<file path="config.mk">
export PLATFORM = sky130hd
export DESIGN_NAME = timer_channel_control_status
export DESIGN_NICKNAME = d
export VERILOG_FILES = /design/src/rtl/timer_channel_pkg.sv /design/src/rtl/timer_channel_control_status.sv
export VERILOG_INCLUDE_DIRS = /design/src /design/src/rtl
export SDC_FILE = /design/constraint.sdc
export NUM_CORES = 1
export LEC_CHECK = 0
export BUFFER_PORTS_ARGS = -buffer_cell sky130_fd_sc_hd__buf_2
export CAP_MARGIN = 40
export CELL_PAD_IN_SITES_DETAIL_PLACEMENT = 0
export CELL_PAD_IN_SITES_GLOBAL_PLACEMENT = 1
export CORE_UTILIZATION = 45
export DETAILED_ROUTE_END_ITERATION = 7
export GPL_TIMING_DRIVEN = 0
export MAX_ROUTING_LAYER = met4
export PLACE_DENSITY = 0.87
export SLEW_MARGIN = 20
export SYNTH_ARGS = -nofsm -noshare
export SYNTH_HDL_FRONTEND = slang
export SYNTH_SLANG_ARGS = --single-unit
</file>
<file path="constraint.sdc">
create_clock -name sys_clk_i -period 6.8 [get_ports sys_clk_i]
set_input_delay 1.02 -clock sys_clk_i [delete_from_list [all_inputs] [get_ports sys_clk_i]]
set_output_delay 1.02 -clock sys_clk_i [all_outputs]
set_load 0.005 [all_outputs]
</file>
<file path="src/rtl/timer_channel_params.svh">
// constants for the four-channel capture/compare block
// assumes inclusion by the package and the design module
`ifndef TIMER_CHANNEL_PARAMS_SVH
`define TIMER_CHANNEL_PARAMS_SVH
`define NUM_CHANNELS 4
`define CTL_ON_BIT 7
`define CTL_LEVEL_BIT 6
`define CTL_IRQ_BIT 5
`define CTL_IMM_BIT 4
`define CTL_RSVD_BIT 3
`define CTL_RESET 8'h00
`define FLAGS_RESET 8'h00
`define CMP_RESET 16'h0000
`define DIR_MODULO 2'h0
`define DIR_UPDOWN 2'h2
`endif

</file>
<file path="src/rtl/timer_channel_pkg.sv">
// types for the four-channel capture/compare block
// assumes the params header sits beside it
`include "timer_channel_params.svh"
package timer_channel_pkg;
    typedef enum logic [2:0] {
        OP_ONE_SHOT = 3'b000,
        OP_CONTINUOUS = 3'b001,
        OP_PWM = 3'b010,
        OP_CAPTURE = 3'b011
    } channel_operating_method_type;
endpackage

</file>
<file path="src/rtl/timer_channel_control_status.sv">
// channel control, compare, capture and event flag logic of a four-channel 16-bit timer
// assumes counter, reload and register access decode are provided by the surrounding timer
// assumes matches are qualified by the shared count tick, one tick per new count
// clock enable low freezes every register and drops the irq pulse for that cycle
// Operation
// - per-channel event flag set on any event
// - writing one clears flag, zero keeps
// - flags set regardless of interrupt enable
// - timer off holds all flags cleared
// - control bit 7 enables channel; reset zero
// - compare modes disabled drive polarity level
// - one-shot inverts output one clock on match
// - continuous mode toggles and holds on match
// - disabled pwm drives output low
// - pwm high on up-count match, low at reload (modulo) or on down-count match (up/down)
// - capture edge chosen by polarity bit
// - interrupt bit gates channel interrupt request
// - buffered compare writes apply at cycle end
// - update bit one applies writes immediately
// - timer off applies compare writes immediately
// - three-bit field selects mode; 100-111 reserved
// - counter modulo or up/down per mode
// - overrun flag on event while flag set
// - capture copies counter into compare bytes
`timescale 1ns/1ps
`include "timer_channel_params.svh"
module timer_channel_control_status
    import timer_channel_pkg::*;
(
    // clock, reset, enable
    input wire logic sys_clk_i,
    input wire logic sys_rst_i,
    input wire logic clk_en_i,
    // shared timer state
    input wire logic timer_run_i,
    input wire logic [1:0] counter_direction_select_i,
    input wire logic [15:0] count_i,
    input wire logic [15:0] reload_i,
    input wire logic count_tick_i,
    input wire logic counting_down_i,
    input wire logic end_of_cycle_i,
    // register writes, channel selected by index except the flag write, which clears by one data bit per channel
    input wire logic [1:0] chan_sel_i,
    input wire logic channel_control_wr_i,
    input wire logic compare_high_byte_wr_i,
    input wire logic compare_low_byte_wr_i,
    input wire logic channel_event_flags_wr_i,
    input wire logic [7:0] wdata_i,
    // channel pins
    input wire logic [3:0] chan_in_i,
    output logic [3:0] chan_out_o,
    // register read views
    output logic [31:0] channel_control_o,
    output logic [63:0] compare_value_o,
    output logic [7:0] channel_event_flags_o,
    output logic [7:0] event_overrun_o,
    // interrupt request
    output logic channel_irq_o
);

    // --------------------------------------------------------------
    // per-channel state
    // --------------------------------------------------------------
    // control and compare, active and buffered
    logic [7:0] ctl_r [4];
    logic [7:0] ctl_nxt [4];
    logic [15:0] cmp_r [4];
    logic [15:0] cmp_nxt [4];
    logic [15:0] buf_r [4];
    logic [15:0] buf_nxt [4];
    logic [3:0] pend_r;
    logic [3:0] pend_nxt;

    // pin side
    logic [3:0] out_r;
    logic [3:0] out_nxt;
    logic [3:0] in_r;

    // event flags and overrun
    logic [3:0] flag_r;
    logic [3:0] flag_nxt;
    logic [3:0] ovr_r;
    logic [3:0] ovr_nxt;
    logic [3:0] event_w;

    // merged interrupt request
    logic irq_nxt;

    // --------------------------------------------------------------
    // channel logic
    // --------------------------------------------------------------
    genvar g;
    generate
        for (g = 0; g < `NUM_CHANNELS; g++) begin : gen_chan
            // decoded control fields
            logic on;
            logic level;
            logic imm;
            channel_operating_method_type op;
            // qualifiers
            logic sel;
            logic match;
            logic cap_edge;
            logic cap_hit;
            logic cmp_wr;
            logic pwm_set;
            logic pwm_clr_mod;
            logic pwm_clr_ud;

            assign on = ctl_r[g][`CTL_ON_BIT];
            assign level = ctl_r[g][`CTL_LEVEL_BIT];
            assign imm = ctl_r[g][`CTL_IMM_BIT];
            // codes past capture match no enum item and fall to the default branch
            assign op = channel_operating_method_type'(ctl_r[g][2:0]);
            assign sel = (chan_sel_i == 2'(g));
            // a match needs a fresh count, so a stalled counter fires only once
            assign match = timer_run_i && count_tick_i && (count_i == cmp_r[g]);
            // polarity zero picks rising edge, one picks falling
            assign cap_edge = (chan_in_i[g] != in_r[g]) && (chan_in_i[g] != level);
            // capture is refused while the channel is off or the timer is stopped
            assign cap_hit = on && timer_run_i && cap_edge;
            // both byte strobes share one buffer path; the low byte wins if both fire
            assign cmp_wr = (compare_high_byte_wr_i || compare_low_byte_wr_i) && sel;
            // pwm rises only while counting up; in up/down mode the down pass through the value drops it
            assign pwm_set = match && !counting_down_i;
            assign pwm_clr_mod = timer_run_i && count_tick_i && (counter_direction_select_i == `DIR_MODULO)
                                 && (count_i == reload_i);
            assign pwm_clr_ud = match && counting_down_i && (counter_direction_select_i == `DIR_UPDOWN);

            // ----------------------------------------------------------
            // compare buffer, output mode and events
            // ----------------------------------------------------------

            always_comb begin
                logic [15:0] wval;
                wval = buf_r[g];
                ctl_nxt[g] = ctl_r[g];
                cmp_nxt[g] = cmp_r[g];
                buf_nxt[g] = buf_r[g];
                pend_nxt[g] = pend_r[g];
                out_nxt[g] = out_r[g];
                event_w[g] = 1'b0;
                if (channel_control_wr_i && sel) begin
                    // reserved bit 3 reads zero
                    ctl_nxt[g] = wdata_i & ~(8'h01 << `CTL_RSVD_BIT);
                end
                if (compare_high_byte_wr_i && sel) begin
                    wval = {wdata_i, buf_r[g][7:0]};
                end
                if (compare_low_byte_wr_i && sel) begin
                    wval = {buf_r[g][15:8], wdata_i};
                end
                // a stop flushes a pending write so it is never lost
                if (cmp_wr) begin
                    buf_nxt[g] = wval;
                    if (!timer_run_i || imm) begin
                        cmp_nxt[g] = wval;
                        pend_nxt[g] = 1'b0;
                    end else begin
                        pend_nxt[g] = 1'b1;
                    end
                end else if (pend_r[g] && (end_of_cycle_i || !timer_run_i)) begin
                    cmp_nxt[g] = buf_r[g];
                    pend_nxt[g] = 1'b0;
                end
                // codes 100 to 111 are reserved; they hold the output low and raise no event
                case (op)
                    OP_ONE_SHOT: begin
                        out_nxt[g] = level;
                        if (on && match) begin
                            out_nxt[g] = ~level;
                            event_w[g] = 1'b1;
                        end
                    end
                    OP_CONTINUOUS: begin
                        if (!on) begin
                            out_nxt[g] = level;
                        end else if (match) begin
                            out_nxt[g] = ~out_r[g];
                            event_w[g] = 1'b1;
                        end
                    end
                    OP_PWM: begin
                        if (!on) begin
                            out_nxt[g] = 1'b0;
                        end else if (pwm_set) begin
                            out_nxt[g] = 1'b1;
                            event_w[g] = 1'b1;
                        end else if (pwm_clr_mod) begin
                            // reaching reload is not an event, only the level drops
                            out_nxt[g] = 1'b0;
                        end else if (pwm_clr_ud) begin
                            out_nxt[g] = 1'b0;
                            event_w[g] = 1'b1;
                        end
                    end
                    OP_CAPTURE: begin
                        out_nxt[g] = 1'b0;
                        if (cap_hit) begin
                            cmp_nxt[g] = count_i;
                            // buffer follows, so a stale buffered write cannot land later
                            buf_nxt[g] = count_i;
                            pend_nxt[g] = 1'b0;
                            event_w[g] = 1'b1;
                        end
                    end
                    default: begin
                        out_nxt[g] = 1'b0;
                    end
                endcase
            end

            // ----------------------------------------------------------
            // event and overrun flags
            // ----------------------------------------------------------
            always_comb begin
                flag_nxt[g] = flag_r[g];
                ovr_nxt[g] = ovr_r[g];
                if (channel_event_flags_wr_i && wdata_i[g]) begin
                    flag_nxt[g] = 1'b0;
                    ovr_nxt[g] = 1'b0;
                end
                // a new event in the clearing cycle still sets the flag
                if (event_w[g]) begin
                    flag_nxt[g] = 1'b1;
                    if (flag_r[g]) begin
                        ovr_nxt[g] = 1'b1;
                    end
                end
                // a stopped timer overrides both set and clear
                if (!timer_run_i) begin
                    flag_nxt[g] = 1'b0;
                    ovr_nxt[g] = 1'b0;
                end
            end

            // ----------------------------------------------------------
            // state registers
            // ----------------------------------------------------------
            always_ff @(posedge sys_clk_i) begin
                if (sys_rst_i) begin
                    ctl_r[g] <= `CTL_RESET;
                    cmp_r[g] <= `CMP_RESET;
                    buf_r[g] <= `CMP_RESET;
                    pend_r[g] <= 1'b0;
                    out_r[g] <= 1'b0;
                    // idle pin level is low, so no false edge follows reset
                    in_r[g] <= 1'b0;
                    flag_r[g] <= 1'b0;
                    ovr_r[g] <= 1'b0;
                end else if (clk_en_i) begin
                    ctl_r[g] <= ctl_nxt[g];
                    cmp_r[g] <= cmp_nxt[g];
                    buf_r[g] <= buf_nxt[g];
                    pend_r[g] <= pend_nxt[g];
                    out_r[g] <= out_nxt[g];
                    in_r[g] <= chan_in_i[g];
                    flag_r[g] <= flag_nxt[g];
                    ovr_r[g] <= ovr_nxt[g];
                end
            end

            // ----------------------------------------------------------
            // read views, registered from the next values
            // ----------------------------------------------------------
            always_ff @(posedge sys_clk_i) begin
                if (sys_rst_i) begin
                    chan_out_o[g] <= 1'b0;
                    channel_control_o[8*g +: 8] <= `CTL_RESET;
                    compare_value_o[16*g +: 16] <= `CMP_RESET;
                end else if (clk_en_i) begin
                    chan_out_o[g] <= out_nxt[g];
                    channel_control_o[8*g +: 8] <= ctl_nxt[g];
                    compare_value_o[16*g +: 16] <= cmp_nxt[g];
                end
            end
        end
    endgenerate

    // --------------------------------------------------------------
    // shared status and interrupt
    // --------------------------------------------------------------
    // one request per cycle however many channels fire
    always_comb begin
        irq_nxt = 1'b0;
        for (int i = 0; i < `NUM_CHANNELS; i++) begin
            if (event_w[i] && ctl_r[i][`CTL_IRQ_BIT]) begin
                irq_nxt = 1'b1;
            end
        end
    end

    always_ff @(posedge sys_clk_i) begin
        if (sys_rst_i) begin
            channel_event_flags_o <= `FLAGS_RESET;
            event_overrun_o <= `FLAGS_RESET;
            channel_irq_o <= 1'b0;
        end else if (clk_en_i) begin
            channel_event_flags_o <= {4'h0, flag_nxt};
            event_overrun_o <= {4'h0, ovr_nxt};
            channel_irq_o <= irq_nxt;
        end else begin
            // a frozen cycle must not repeat the pulse
            channel_irq_o <= 1'b0;
        end
    end

endmodule

</file>
==> metrics.cfg, run 1 <==
[status]
status=complete, no violations

[drt]
wirelength_um=49600
antenna_left=0
via_per_inst=6.20
drtIter0Drc=1919
drc_errors=0
detail_route.wl_per_cell_um=23.8
firstDrtPassIters=6
dr_total_vias=12900

[floorplanning]
core_mm2=0.0306
die_w_um=178
dieArea_mm2=0.0318
io_pins=176
rows=64
initial_core_util=0.457
die_height_um=178

[cts]
post_cts_resized=0
htree_levels=1
worstSkewPairLatency_ps=560
cts.sinks=277
cts_post_setup_buffers_inserted=0
root_buffer=clkbuf_16
cts_buffers=30
cts_buffer_depth=3
clk_pin_slew_ps=60
tritoncts=done
hold_buffers=0

[sta]
fin_setup_tns_ps=0
hold_viol_final=0
skew_ps=12.5
finalSetupViolCount=0
post-route-period-util=0.452
rsz0062_at_grt=no
fin_ws_ps=3730
final_max_slew_viol_count=0
slew_headroom=0.359
tightest_slew_ps=961
clock.fmax_ghz=0.325
period_minus_slack_ps=3070
whs_ps=443

[layout]
final_common_cell=nand2_1
final_net_count=1719
final_cell_mix=nand2_1 (257), buf_2 (170), edfxtp_1 (160), a21oi_1 (131), dfxtp_1 (117)
fin_area_mm2=0.0163
drive_gt1_frac=0.170
fill_cells=2822
multi_input_area_mm2=0.00626
synthToLayoutAreaGrowth_pct=16.7
regArea_mm2=0.00715
final_util=0.534

[global_route]
overflow=0
antenna_found_initial=0
grt_pass1_wl_um=73300
grt_max_degree=92
track_usage=0.319
grt_pass1_vias=12000

[worst_setup_path]
crit_path_end_kind=flop
arrival_ps=3510
crit_type=primary input to flop
startpoint_type=primary input
critPathMaxFanout=9
cp_slowest_cell=clkbuf_1
reg2reg_from=ctl_r[1][6]$_SDFFCE_PN0P_
path_cells=clkbuf_1, xor2_1, nor4_1, nand4_1, nor3_1, mux2_2, mux2i_1, nor2_1
critPathBufInv=1
required_ps=7240
critPathMaxStageDelay_ps=620
r2r_setup_slack_ps=4250
reg2reg_to=buf_r[1][11]$_SDFFCE_PN0P_
cpLargestDelayFamily=simple AND/OR/NAND/NOR gates
reg2reg_depth=5

[placement]
io_buffer_count=140
dpl_worst_slack_ps=3310
hpwl_um=34000
gp_congestion=0.961
dpl_cell_area_mm2=0.0153

[logic_synthesis]
synth-edff-count=160
synth_cell_type_count=70
syn_inst=1476
synth_ff_type=edfxtp_1
yosysSeqAreaShare=0.511
avgSynthCellArea_um2=9.48
ys_warn_count=0
yosys_register_bits=277
async_reset_ff_frac=0
syn-cell-area_mm2=0.0140

[power]
power.internal_w=0.00303
combPwrFrac=0.125
p_clk_frac=0.403
leakage_nw=7.04
ir_drop_mv=0.195
p_per_area_mw_per_mm2=254
power.share.switching=0.268
seqPwrFrac=0.472
net-switching-power_w=0.00111

[hold_path]
hold_start=compare_value_o[42]$_SDFFE_PP0P_
hold_path_class=flop to flop
holdPathStages=1
min_to=compare_value_o[42]$_SDFFE_PP0P_

[flow_run]
cap_violations=0

synthesized netlist by cell type, drive strengths merged, types with 2 or more instances:
cell type / count / area, µm²
nand2: 257 / 965
edfxtp: 160 / 4800
a21oi: 132 / 664
o21ai: 132 / 661
dfxtp: 117 / 2340
a21o: 99 / 743
a31oi: 82 / 543
clkbuf: 76 / 285
xor2: 63 / 552
nor2: 59 / 226
buf: 50 / 285
nand3: 29 / 145
mux2: 18 / 203
xnor2: 18 / 158
o221a: 16 / 180
mux2i: 15 / 150
nor4: 15 / 100
nor3: 12 / 71.3
a22oi: 11 / 82.6
and2: 11 / 68.8
nand2b: 11 / 68.8
nand4: 10 / 62.6
nand3b: 9 / 67.6
nor2b: 9 / 56.3
inv: 8 / 30.0
and3: 6 / 37.5
a22o: 5 / 43.8
a2bb2oi: 5 / 50.0
nor3b: 4 / 30.0
a211o: 3 / 26.3
a211oi: 3 / 27.5
a21boi: 3 / 22.5
a21bo: 2 / 20.0
and3b: 2 / 17.5
o31ai: 2 / 15.0
or2: 2 / 12.5
or3b: 2 / 17.5
sequential cells by signal, indices dropped and copies added, names as in the netlist:
name / cells
channel_control_o: 32
channel_event_flags_o: 3
channel_irq_o: 1
cmp_r: 64
buf_r: 64
flag_r: 1
in_r: 4
pend_r: 4
compare_value_o: 64
event_overrun_o: 3
ovr_r: 1
ctl_r: 32
chan_out_o: 4
logic make-up (layout without fill, tap and decap cells):
group / after synthesis / count (layout) / synth area share
compound gates: 507 / 507 / 0.227
simple gates: 442 / 442 / 0.142
flops: 277 / 277 / 0.511
buf+inv: 135 / 336 / 0.0436
xor+xnor: 81 / 81 / 0.0507
mux: 33 / 33 / 0.0252
other cells: 1 / 9 / 0.000268
power by group through the flow:
stage | clock network [W] | registers [W] | logic (W)
2_1_floorplan | 0 | 0.00198 | 0.000313
3_3_place_gp | 0 | 0.00200 | 0.000488
3_5_place_dp | 0 | 0.00199 | 0.000501
4_1_cts | 0.00169 | 0.00195 | 0.000504
5_1_grt | 0.00175 | 0.00197 | 0.000555
6_report | 0.00167 | 0.00196 | 0.000517
routing by layer:
metal | track usage | part of all wire
met1 | 0.439 | 0.40
met4 | 0.126 | 0.042
met3 | 0.0712 | 0.14
met5 | - | 0
met2 | 0.453 | 0.42
layout make-up:
| class | count | area share |
|---|---|---|
| Antenna cell | 1 | 0.000153 |
| Buffer | 127 | 0.0356 |
| Clock buffer | 42 | 0.0570 |
| Clock inverter | 14 | 0.00552 |
| Inverter | 8 | 0.00230 |
| Multi-Input combinational cell | 1071 | 0.384 |
| Sequential cell | 277 | 0.438 |
| Tap cell | 396 | 0.0304 |
| Timing Repair Buffer | 145 | 0.0476 |
worst max path at each step:
stage,from,endpoint,cells past startpoint
detailed placement,count_i[4],chan_out_o[3]$_SDFFE_PP0P_,8
global placement,clk_en_i,event_overrun_o[1]$_SDFFE_PP0P_,6
floorplan,clk_en_i,event_overrun_o[0]$_SDFFE_PP0P_,5
finish,count_i[4],chan_out_o[3]$_SDFFE_PP0P_,8
global route,count_i[4],chan_out_o[3]$_SDFFE_PP0P_,8
CTS,count_i[4],chan_out_o[3]$_SDFFE_PP0P_,8
per-stage QoR:
| stage | total power (W) | instances |
|---|---|---|
| 3_3_place_gp | 0.00248 | 2019 |
| 5_1_grt | 0.00427 | 2080 |
| 3_5_place_dp | 0.00249 | 2022 |
| 6_report | 0.00414 | 2081 |
| 4_1_cts | 0.00415 | 2078 |
| 2_1_floorplan | 0.00229 | 1483 |
Note: power is estimated with default switching activity, not from simulation.
==> run 2: changes to the inputs <==
--- a/config.mk
+++ b/config.mk
@@ -10,11 +10,11 @@
 export CAP_MARGIN = 40
 export CELL_PAD_IN_SITES_DETAIL_PLACEMENT = 0
 export CELL_PAD_IN_SITES_GLOBAL_PLACEMENT = 1
-export CORE_UTILIZATION = 45
+export CORE_UTILIZATION = 41
 export DETAILED_ROUTE_END_ITERATION = 7
 export GPL_TIMING_DRIVEN = 0
 export MAX_ROUTING_LAYER = met4
-export PLACE_DENSITY = 0.87
+export PLACE_DENSITY = 0.84
 export SLEW_MARGIN = 20
 export SYNTH_ARGS = -nofsm -noshare
 export SYNTH_HDL_FRONTEND = slang
==> constraint.sdc (replaced) <==
create_clock -name sys_clk_i -period 2.6 [get_ports sys_clk_i]
set_input_delay 0.39 -clock sys_clk_i [delete_from_list [all_inputs] [get_ports sys_clk_i]]
set_output_delay 0.39 -clock sys_clk_i [all_outputs]
set_load 0.005 [all_outputs]
==> metrics.cfg, run 2 (synthesis results as in run 1) <==
[sta]
fin_setup_tns_ps=0  ; unchanged
final_max_slew_viol_count=0  ; unchanged
hold_viol_final=0  ; unchanged
skew_ps=19.9  ; +7.35 ps
slew_headroom=0.379  ; +0.0194
whs_ps=119  ; -324 ps
post-route-period-util=0.977
clock.fmax_ghz=0.394
finalSetupViolCount=0  ; unchanged
period_minus_slack_ps=2540
tightest_slew_ps=932  ; -29.1 ps
rsz0062_at_grt=no

[drt]
dr_total_vias=13000  ; +0.86%
wirelength_um=50500  ; +1.8%
drtIter0Drc=1864  ; -2.9%
antenna_left=0  ; unchanged
via_per_inst=6.07  ; -2.0%
drc_errors=0  ; unchanged
firstDrtPassIters=6  ; unchanged
detail_route.wl_per_cell_um=23.6  ; -1.1%

[floorplanning]
rows=67  ; +4.7%
die_height_um=187  ; +4.7%
initial_core_util=0.417  ; -0.0401
dieArea_mm2=0.0349  ; +9.6%
io_pins=176  ; unchanged
die_w_um=187  ; +4.7%
core_mm2=0.0335  ; +9.6%

[cts]
cts_post_setup_buffers_inserted=0  ; unchanged
htree_levels=1  ; unchanged
tritoncts=done
cts_buffers=31  ; +3.3%
hold_buffers=0  ; unchanged
cts.sinks=277  ; unchanged
worstSkewPairLatency_ps=580  ; +20 ps
root_buffer=clkbuf_16
clk_pin_slew_ps=60  ; about the same
cts_buffer_depth=3  ; unchanged

[layout]
final_common_cell=nand2_1
drive_gt1_frac=0.173  ; +0.00354
final_net_count=1725  ; +0.35%
regArea_mm2=0.00715  ; unchanged
multi_input_area_mm2=0.00627  ; +0.20%
fin_area_mm2=0.0166  ; +1.8%
fill_cells=3194  ; +13%
synthToLayoutAreaGrowth_pct=18.7
final_cell_mix=nand2_1 (257), buf_2 (170), edfxtp_1 (160), a21oi_1 (131), dfxtp_1 (117)
top_regs=buf_r (64), cmp_r (64), compare_value_o (64)

[global_route]
overflow=0  ; unchanged
antenna_found_initial=5  ; +5
grt_pass1_vias=12400  ; +3.5%
grt_pass1_wl_um=75500  ; +3.0%
grt_max_degree=34  ; -63%
track_usage=0.291  ; -0.0280

[worst_setup_path]
reg2reg_from=ctl_r[1][6]$_SDFFCE_PN0P_
crit_path_end_kind=flop
reg2reg_depth=5  ; unchanged
arrival_ps=2810  ; -700 ps
required_ps=2870  ; -4370 ps
reg2reg_to=buf_r[1][11]$_SDFFCE_PN0P_
crit_type=flop to flop
cp_slowest_cell=clkbuf_1
timing.critical_path.mode_cell=clkbuf_1
critPathMaxFanout=10  ; +1
critPathMaxStageDelay_ps=510  ; -110 ps
r2r_setup_slack_ps=60  ; -4190 ps
path_cells=and3b_1, o21ai_1, clkbuf_1, clkbuf_1, a31oi_1
startpoint_type=flop

[power]
leakage_nw=7.13  ; +1.3%
p_per_area_mw_per_mm2=675  ; +170%
ir_drop_mv=0.571  ; +190%

[placement]
io_buffer_count=140  ; unchanged
gp_congestion=0.936  ; -2.6%
hpwl_um=35100  ; +3.4%
dpl_cell_area_mm2=0.0155  ; +1.4%

[hold_path]
hold_start=chan_in_i[3]
min_to=in_r[3]$_SDFFE_PP0P_
holdPathStages=3  ; +2
hold_path_class=primary input to flop

[flow_run]
cap_violations=0  ; unchanged

[status]
status=complete, no violations

## run 2: repair_timing
item / in CTS / in global routing
setup endpoints to repair: 0 / 12
gates resized for setup: 0 / 4
hold endpoints to repair: 0 / 0
## run 2: per-layer routing
metal  vias to the layer above  routed length [µm]  part of all wire  global-route usage
met1                      6196               20600              0.41               0.394
met3                       142                6770              0.13              0.0811
met2                       943               20900              0.41               0.409
met4                         0                2220             0.044               0.113
met5                         -                   0                 0                   -
li1                       5731                   -                 -                   -
## run 2: through the flow
step / instances / power, W / setup slack, ps / util
floorplan: 1483 / 0.00600 / -971 / -
global placement: 2071 / 0.00650 / -3210 / 0.457
detailed placement: 2080 / 0.00654 / -382 / 0.462
CTS: 2137 / 0.0112 / 139 / 0.495
global route: 2142 / 0.0115 / 16.8 / 0.495
finish: 2142 / 0.0112 / 60.8 / 0.495
## run 2: critical path, delay by kind of cell, from the launching register on
| kind | cells | cell delay (ps) |
|---|---|---|
| DFF | 1 | 460 |
| and+or+nand+nor | 1 | 200 |
| buffers and inverters | 2 | 1020 |
| AOI/OAI and AO/OA | 2 | 570 |
## run 2: worst max-delay path by stage
stage / to / slack (ps) / cells after the start / start
global placement: ovr_r[3]$_SDFFE_PP0P_ / -3210 / 6 / clk_en_i
finish: buf_r[1][11]$_SDFFCE_PN0P_ / 60 / 5 / ctl_r[1][6]$_SDFFCE_PN0P_
floorplan: buf_r[0][0]$_SDFFCE_PN0P_ / -970 / 3 / clk_en_i
CTS: buf_r[3][14]$_SDFFCE_PN0P_ / 140 / 7 / ctl_r[3][7]$_SDFFCE_PN0P_
global route: buf_r[1][11]$_SDFFCE_PN0P_ / 20 / 5 / ctl_r[1][6]$_SDFFCE_PN0P_
detailed placement: event_overrun_o[1]$_SDFFE_PP0P_ / -380 / 8 / count_i[4]
## run 2: layout make-up
class / instances / area share
diodes: 4 / 0.000603
plain buffers: 127 / 0.0363
clock buffers: 44 / 0.0552
clock inverters: 13 / 0.0103
inverters: 8 / 0.00203
multi-input cells: 1071 / 0.378
flip-flops and latches: 277 / 0.430
well taps: 448 / 0.0337
repair buffers: 150 / 0.0539
## run 2: power by group
| part | internal [W] | switching, W | total [W] |
|---|---|---|---|
| sequential | 0.00493 | 0.000183 | 0.00511 |
| clock | 0.00284 | 0.00187 | 0.00471 |
| combinational | 0.000507 | 0.000882 | 0.00139 |
| total | 0.00828 | 0.00293 | 0.0112 |
